### src/inc/hub_int_pkg.sv
// Register map, field positions and constants of the hub interrupt block
package hub_int_pkg;
    // Register offsets on the serial configuration port
    localparam logic [7:0] event_flag_addr = 8'he8;
    localparam logic [7:0] event_enable_addr = 8'he9;
    localparam logic [7:0] portable_hub_addr = 8'hee;
    localparam logic [7:0] port3_squelch_addr = 8'hf4;

    // Field positions
    localparam int int_asserted_bit = 7;
    localparam int suspend_entry_bit = 4;
    localparam int host_configured_bit = 3;
    localparam int port_power_update_bit = 2;
    localparam int keep_clock_bit = 7;
    localparam int suspend_level_bit = 6;
    localparam int config_window_lsb = 4;
    localparam int squelch_lsb = 0;

    // Values after reset
    localparam logic [7:0] event_flag_reset = 8'h00;
    localparam logic [7:0] event_enable_reset = 8'h00;
    localparam logic [7:0] portable_hub_reset = 8'h00;
    localparam logic [7:0] port3_squelch_reset = 8'h00;

    // Configuration window: code 00 means 95 ms
    localparam logic [1:0] config_window_95ms = 2'h0;
    localparam int config_window_time_ms = 95;
    localparam int clock_rate_hz = 50000000;
    localparam longint config_window_cycles =
        longint'(config_window_time_ms) * clock_rate_hz / 1000;

    // Squelch codes of downstream port 3
    typedef enum logic [2:0] {
        squelch_nominal, squelch_90, squelch_80, squelch_70,
        squelch_60, squelch_50, squelch_120, squelch_110
    } squelch_level_t;
endpackage

### src/rtl/hub_serial_port_interrupt_config.sv
`timescale 1ns/1ps
// Event flags, masks, portable hub settings and interrupt pin of the hub
//
// Behaviour
// - Status bit 7 reads 1 while the pin is held low by an unmasked event.
// - Writing 0 to status bit 7 releases the pin; writing 1 changes nothing.
// - Status bit 4 sets on suspend entry and holds until written 0.
// - Status bit 3 sets when the host configures the hub, cleared by 0.
// - Status bit 2 sets on a port power update, cleared by writing 0.
// - Mask bit 4 lets suspend entry pull the pin low.
// - Mask bit 3 lets the host configured event pull the pin low.
// - Mask bit 2 lets a port power update pull the pin low.
// - Settings bit 7 keeps the internal clock running in suspend.
// - Settings bit 6 makes the pin a level suspend indication.
// - Settings bits 5:4 read only the window code, 00 meaning 95 ms.
// - Squelch bits 2:0 choose the port 3 squelch level.
module hub_serial_port_interrupt_config
(
    input wire logic clock,
    input wire logic reset,
    input wire logic write_strobe,
    input wire logic [7:0] reg_addr,
    input wire logic [7:0] write_data,
    output logic [7:0] read_data,
    input wire logic hub_suspended,
    input wire logic host_configured_pulse,
    input wire logic port_power_update_pulse,
    output logic int_n,
    output logic keep_clock_in_suspend,
    output logic [2:0] port3_squelch_level
);
    logic flag_write;
    logic enable_write;
    logic settings_write;
    logic squelch_write;
    logic suspended_seen;
    logic suspend_entry_pulse;
    logic suspend_entry_flag;
    logic host_configured_flag;
    logic port_power_update_flag;
    logic [7:0] event_enable_register;
    logic suspend_level_indication;
    logic int_asserted;
    logic next_int_asserted;
    logic unmasked_event;

    // Address decode of write strobes
    assign flag_write = write_strobe && reg_addr == hub_int_pkg::event_flag_addr;
    assign enable_write =
        write_strobe && reg_addr == hub_int_pkg::event_enable_addr;
    assign settings_write =
        write_strobe && reg_addr == hub_int_pkg::portable_hub_addr;
    assign squelch_write =
        write_strobe && reg_addr == hub_int_pkg::port3_squelch_addr;

    // Suspend entry edge, suspend level comes from same-clock logic
    always_ff @(posedge clock)
    begin
        if (reset)
            suspended_seen <= 1'b0;
        else
            suspended_seen <= hub_suspended;
    end
    assign suspend_entry_pulse = hub_suspended && !suspended_seen;

    // Sticky status flags
    event_flag_cell suspend_cell
    (
        .clock(clock),
        .reset(reset),
        .event_pulse(suspend_entry_pulse),
        .clear_write(flag_write),
        .write_bit(write_data[hub_int_pkg::suspend_entry_bit]),
        .flag(suspend_entry_flag)
    );
    event_flag_cell configured_cell
    (
        .clock(clock),
        .reset(reset),
        .event_pulse(host_configured_pulse),
        .clear_write(flag_write),
        .write_bit(write_data[hub_int_pkg::host_configured_bit]),
        .flag(host_configured_flag)
    );
    event_flag_cell power_cell
    (
        .clock(clock),
        .reset(reset),
        .event_pulse(port_power_update_pulse),
        .clear_write(flag_write),
        .write_bit(write_data[hub_int_pkg::port_power_update_bit]),
        .flag(port_power_update_flag)
    );

    // Mask register, implemented bits only
    always_ff @(posedge clock)
    begin
        if (reset)
            event_enable_register <= hub_int_pkg::event_enable_reset;
        else if (enable_write)
            event_enable_register <= write_data & 8'h1c;
    end

    // Events that are enabled to pull the pin low
    always_comb
    begin
        unmasked_event =
            (suspend_entry_pulse &&
             event_enable_register[hub_int_pkg::suspend_entry_bit]) ||
            (host_configured_pulse &&
             event_enable_register[hub_int_pkg::host_configured_bit]) ||
            (port_power_update_pulse &&
             event_enable_register[hub_int_pkg::port_power_update_bit]);
    end

    // Interrupt latch: an event wins over a release in the same cycle
    always_comb
    begin
        next_int_asserted = int_asserted;
        if (unmasked_event)
            next_int_asserted = 1'b1;
        else if (flag_write && !write_data[hub_int_pkg::int_asserted_bit])
            next_int_asserted = 1'b0;
    end

    always_ff @(posedge clock)
    begin
        if (reset)
            int_asserted <= 1'b0;
        else
            int_asserted <= next_int_asserted;
    end

    // Portable hub settings, window code fixed read only
    always_ff @(posedge clock)
    begin
        if (reset)
        begin
            keep_clock_in_suspend <= hub_int_pkg::portable_hub_reset[7];
            suspend_level_indication <= hub_int_pkg::portable_hub_reset[6];
        end
        else if (settings_write)
        begin
            keep_clock_in_suspend <=
                write_data[hub_int_pkg::keep_clock_bit];
            suspend_level_indication <=
                write_data[hub_int_pkg::suspend_level_bit];
        end
    end

    // Port 3 squelch selection
    always_ff @(posedge clock)
    begin
        if (reset)
            port3_squelch_level <= hub_int_pkg::port3_squelch_reset[2:0];
        else if (squelch_write)
            port3_squelch_level <= write_data[2:0];
    end

    // Pin: suspend level in level mode, latched event otherwise
    always_ff @(posedge clock)
    begin
        if (reset)
            int_n <= 1'b1;
        else if (suspend_level_indication)
            int_n <= !hub_suspended;
        else
            int_n <= !next_int_asserted;
    end

    // Read mux, reserved bits read zero
    always_comb
    begin
        read_data = 8'h00;
        unique case (reg_addr)
            hub_int_pkg::event_flag_addr:
                read_data = {int_asserted, 2'b00, suspend_entry_flag,
                    host_configured_flag, port_power_update_flag, 2'b00};
            hub_int_pkg::event_enable_addr:
                read_data = event_enable_register;
            hub_int_pkg::portable_hub_addr:
                read_data = {keep_clock_in_suspend, suspend_level_indication,
                    hub_int_pkg::config_window_95ms, 4'h0};
            hub_int_pkg::port3_squelch_addr:
                read_data = {5'h00, port3_squelch_level};
            default:
                read_data = 8'h00;
        endcase
    end
endmodule

### src/rtl/event_flag_cell.sv
`timescale 1ns/1ps
// One sticky event flag: set by hardware, cleared by writing zero
module event_flag_cell
(
    input wire logic clock,
    input wire logic reset,
    input wire logic event_pulse,
    input wire logic clear_write,
    input wire logic write_bit,
    output logic flag
);
    // Set wins over a clear in the same cycle; written one has no effect
    always_ff @(posedge clock)
    begin
        if (reset)
            flag <= 1'b0;
        else if (event_pulse)
            flag <= 1'b1;
        else if (clear_write && !write_bit)
            flag <= 1'b0;
    end
endmodule

### config.mk
export PLATFORM = sky130hd
export DESIGN_NAME = hub_serial_port_interrupt_config
export DESIGN_NICKNAME = d
export VERILOG_FILES = /design/src/inc/hub_int_pkg.sv /design/src/rtl/hub_serial_port_interrupt_config.sv /design/src/rtl/event_flag_cell.sv
export SDC_FILE = /design/constraint.sdc
export NUM_CORES = 1
export LEC_CHECK = 0
export BUFFER_PORTS_ARGS = -buffer_cell sky130_fd_sc_hd__buf_2
export CAP_MARGIN = 10
export CELL_PAD_IN_SITES_DETAIL_PLACEMENT = 1
export CELL_PAD_IN_SITES_GLOBAL_PLACEMENT = 1
export CORE_UTILIZATION = 29
export DETAILED_ROUTE_END_ITERATION = 8
export MAX_ROUTING_LAYER = met4
export PLACE_DENSITY = 0.78
export SETUP_SLACK_MARGIN = 0.4
export SYNTH_ARGS = -nofsm -noshare
export SYNTH_HDL_FRONTEND = slang
export SYNTH_SLANG_ARGS = --single-unit
### constraint.sdc
create_clock -name clock -period 2.1 [get_ports clock]
set_input_delay 0.63 -clock clock [delete_from_list [all_inputs] [get_ports clock]]
set_output_delay 0.63 -clock clock [all_outputs]
set_load 0.01 [all_outputs]
==> reports/summary.md <==
The post-synthesis instance area was 787 um2; the number of flip-flops and latches in the synthesized netlist was 14. Buffer type at the clock tree root: sky130_fd_sc_hd__clkbuf_4. Summing the areas of all compound-gate instances in the mapped netlist gives 14.3% of the synthesized area. Summing over every cut layer, the via total after detailed routing is 808. For this run, the detailed router's first-pass iteration total came to 4. The total cell area at the placement stage is 1120 um2, and the filler cell count is 302. The floorplan die height was 54.1 um; the routed wire length per instance was 14.7 um. Setup violations remaining at the end of the flow were counted as 5. The number of buffers added by the clock tree synthesis step is 3. The repair_antennas step left the layout with diodes totalling 0. In the final design database the tool counted 155 nets.

A synthesized cell averages 9.48 um2. Number of cells on the worst reg-to-reg path: 3. For this design the ratio of total power to cell area is 412 nW/um2.

The delay of the slowest cell on the worst path came out at 0.58 ns. The final reports fail on negative setup slack. Relative to the synthesized area, the layout overhead comes to 57.2%.

The routed design has 2.37 mm of wire. The tools report the via count of the first global-routing pass as 881. Leaving out fill and tap cells, the most frequent cell in the layout is sky130_fd_sc_hd__buf_2. Routability-driven placement finished with a final weighted congestion of 0.783. The sort of element at the end of the critical path is an output pin.

Row generation in the floorplan step produced 18 rows. After clock tree synthesis, the clock-pin slew on the worst setup and hold paths is 0.08 ns. In this run the number of cells on the critical path is 5. The worst hold path was traced through 2 stages. Once detail routing completed, the nets flagged for antenna violations numbered 0. The combinational family with the most area after synthesis was simple AND/OR/NAND/NOR gates. In the layout the commonest cells are 27 x sky130_fd_sc_hd__buf_2, 15 x sky130_fd_sc_hd__nand2b_1, 14 x sky130_fd_sc_hd__dfxtp_1, 14 x sky130_fd_sc_hd__buf_4. The tools report the global-route usage over all layers as 18.9%.

The parity-gate share of the synthesized area counting xor and xnor cells was 0%. Kind of start point of the critical path: an input port. The number of buffers inserted by port buffering is 32. The total congestion overflow after global routing is 0, and the worst ir drop on vdd is 0.220 mV. No sink is reached through more buffers than the 2 on the longest clock path.

The share of synthesized area in the top cell type comes to 35.6%. Across the run, the number of max-cap violations was 0. In the synthesized netlist the dominant register cell turns out to be sky130_fd_sc_hd__dfxtp_1. The tools report the initial antenna violation count as 0. Sorting the synthesized cells by area gives the leading types as sky130_fd_sc_hd__dfxtp_1 36%, sky130_fd_sc_hd__nand2b_1 13%, sky130_fd_sc_hd__mux2i_1 10%. Of the post-synthesis cell area, the part taken by muxes is 10.2%.

For this run, the number of Yosys warnings is 0. The tightest hold path in the finished design has a slack of 0.484 ns. The logs give 0.527 nW for the leakage power figure and 31.2% for the starting density of the core. In the final layout, the multi-input gates occupy 567 um2. The worst setup path is of the input port to output pin kind.

In the routed design, unresolved DRC markers number 0. The smallest clock period supported by the final layout is computed as 2.41 ns. The run finished, with violations left. The fraction of the yosys area taken by sequential cells came out at 35.6%. In this run, synthesis inferred 0 flip-flops with an integrated enable. For the required arrival time at the worst endpoint, the log shows 1.47 ns. The die covers 2930 um2. The maximum number of pins on one net before global-route repair is 22. The DRC marker count from the first detailed-route iteration is 8, and the sequential cell area is 280 um2. After layout, the worst path uses 115% of the clock period. The critical-path cell with the highest stage delay was sky130_fd_sc_hd__or4b_4. The cell class contributing the biggest share of worst-path delay is simple AND/OR/NAND/NOR gates.

The arrival time reported for the critical path endpoint was 1.78 ns; the buffering stage count on the worst path with inverters included was 2. The adder-cell area share of the yosys netlist is 0%. The number of H-tree levels was 1; the global-route wire length before repair was 3.74 mm. In the final layout, the share of cells above drive strength 1 is 52.7%.

For this design, the sink count on the clock tree is 14. The maximum fanout along the worst path came out at 4. The proportion of register bits with asynchronous set or reset after synthesis works out to 0%.

The synthesized netlist devotes 36.1% of its cell area to simple gates. Dividing the detail-routed via count by the number of cells gives 5.02. The largest total area in the synthesized netlist belongs to sky130_fd_sc_hd__dfxtp_1. After clock tree synthesis, the flow added hold-fix buffers numbering 0. The tools report the worst clock skew as 0.00376 ns.

TritonCTS built the clock tree. The floorplan step set the die width to 54.1 um. Net count after synthesis: 105. The number of slew-limit violations in the final report is 0, and the final standard cell area without fillers is 1240 um2.

For the count of unique library cells instantiated by Yosys, the log shows 28. The signal on the critical path passes through buf_6, or4b_4, nor2_4, a221o_1, buf_2. The tools report the placed wire-length estimate after detailed placement as 1.96 mm.

Setup repair after global routing could not meet its margin everywhere. Path class of the lowest-slack min-delay path: register to register. For this run, the top clock speed supported by timing is 415 MHz. In this run the count of I/O pins placed on the die edge is 35. After routing, the total negative slack on setup checks comes to -0.982 ns. The number of hold violations in the final report was 0. The worst setup margin came out at -0.309 ns.

For the clock insertion delay at the later pin of the skew report, the log shows 0.27 ns. For the number of cells produced by synthesis, the log shows 83. After floorplanning, the core was sized to cover 2520 um2.
==> stage by stage <==
| stage | setup slack, ns | instances | util, % | power, mW |
|---|---|---|---|---|
| floorplan | -0.104 | 83 | - | 0.315 |
| global placement | -0.307 | 154 | 44.2 | 0.355 |
| detailed placement | -0.364 | 154 | 44.2 | 0.362 |
| CTS | -0.331 | 160 | 47.7 | 0.514 |
| global route | -0.366 | 161 | 49.1 | 0.540 |
| finish | -0.309 | 161 | 49.1 | 0.510 |
==> worst reg2reg max path, delay by kind of cell (launching register included) <==
kind,cells,cell delay (ns)
AOI/OAI and AO/OA,2,0.53
and+or+nand+nor,1,0.22
DFF,1,0.30
==> state kept, by name, summed over array words and instances (netlist names) <==
signal and count:
configured_cell.flag 1, port3_squelch_level 3, suspended_seen 1, int_n 1
power_cell.flag 1, suspend_cell.flag 1, suspend_level_indication 1, event_enable_register 3
keep_clock_in_suspend 1, int_asserted 1
==> final cells by class <==
type / instances / share of cell area (%)
Multi-Input combinational cell: 63 / 45.8
Timing Repair Buffer: 48 / 25.8
Clock buffer: 3 / 1.82
Sequential cell: 14 / 22.6
Inverter: 3 / 0.910
Tap cell: 30 / 3.03
==> power by group <==
part | internal, mW | total (mW) | switching, mW
sequential | 0.271 | 0.274 | 0.00312
combinational | 0.0427 | 0.0895 | 0.0468
clock | 0.0663 | 0.147 | 0.0802
total | 0.380 | 0.510 | 0.130
==> Yosys cell counts, types with 2 or more instances <==
library cell / n
sky130_fd_sc_hd__nand2b_1: 16
sky130_fd_sc_hd__dfxtp_1: 14
sky130_fd_sc_hd__nor2_1: 9
sky130_fd_sc_hd__mux2i_1: 8
sky130_fd_sc_hd__a311oi_1: 3
sky130_fd_sc_hd__inv_1: 3
sky130_fd_sc_hd__nor4_1: 3
sky130_fd_sc_hd__a22o_1: 2
sky130_fd_sc_hd__and2_1: 2
sky130_fd_sc_hd__clkbuf_1: 2
sky130_fd_sc_hd__nand2_1: 2
sky130_fd_sc_hd__nor2b_1: 2
sky130_fd_sc_hd__nor3_1: 2
==> final timing paths <==
kind	start	end	slack [ns]
worst min register to register	suspend_level_indication$_SDFFE_PP0P_	suspend_level_indication$_SDFFE_PP0P_	0.48
worst max register to register	suspended_seen$_SDFF_PP0_	int_n$_SDFF_PP1_	0.94
worst max-delay path	reg_addr[1]	read_data[2]	-0.31
worst min-delay path	suspend_level_indication$_SDFFE_PP0P_	suspend_level_indication$_SDFFE_PP0P_	0.48
==> per-layer routing <==
metal | vias to the layer above | part of all wire, % | global-route usage (%)
li1 | 397 | - | -
met1 | 382 | 40 | 19.2
met2 | 25 | 55 | 35.4
met3 | 4 | 4.8 | 4.52
met4 | 0 | 0.59 | 5.56
met5 | - | 0 | -
==> logic make-up after synthesis <==
family / after synthesis
simple gates: 43
compound gates: 11
mux: 8
buf+inv: 6
other cells: 1
flops: 14
==> timing repair <==
item | CTS | global route
setup endpoints to repair | 11 | 17
setup buffers | 3 | 1
pin swaps | 7 | 6
resized for setup | 9 | 5
Note: power is estimated with default switching activity, not from simulation.
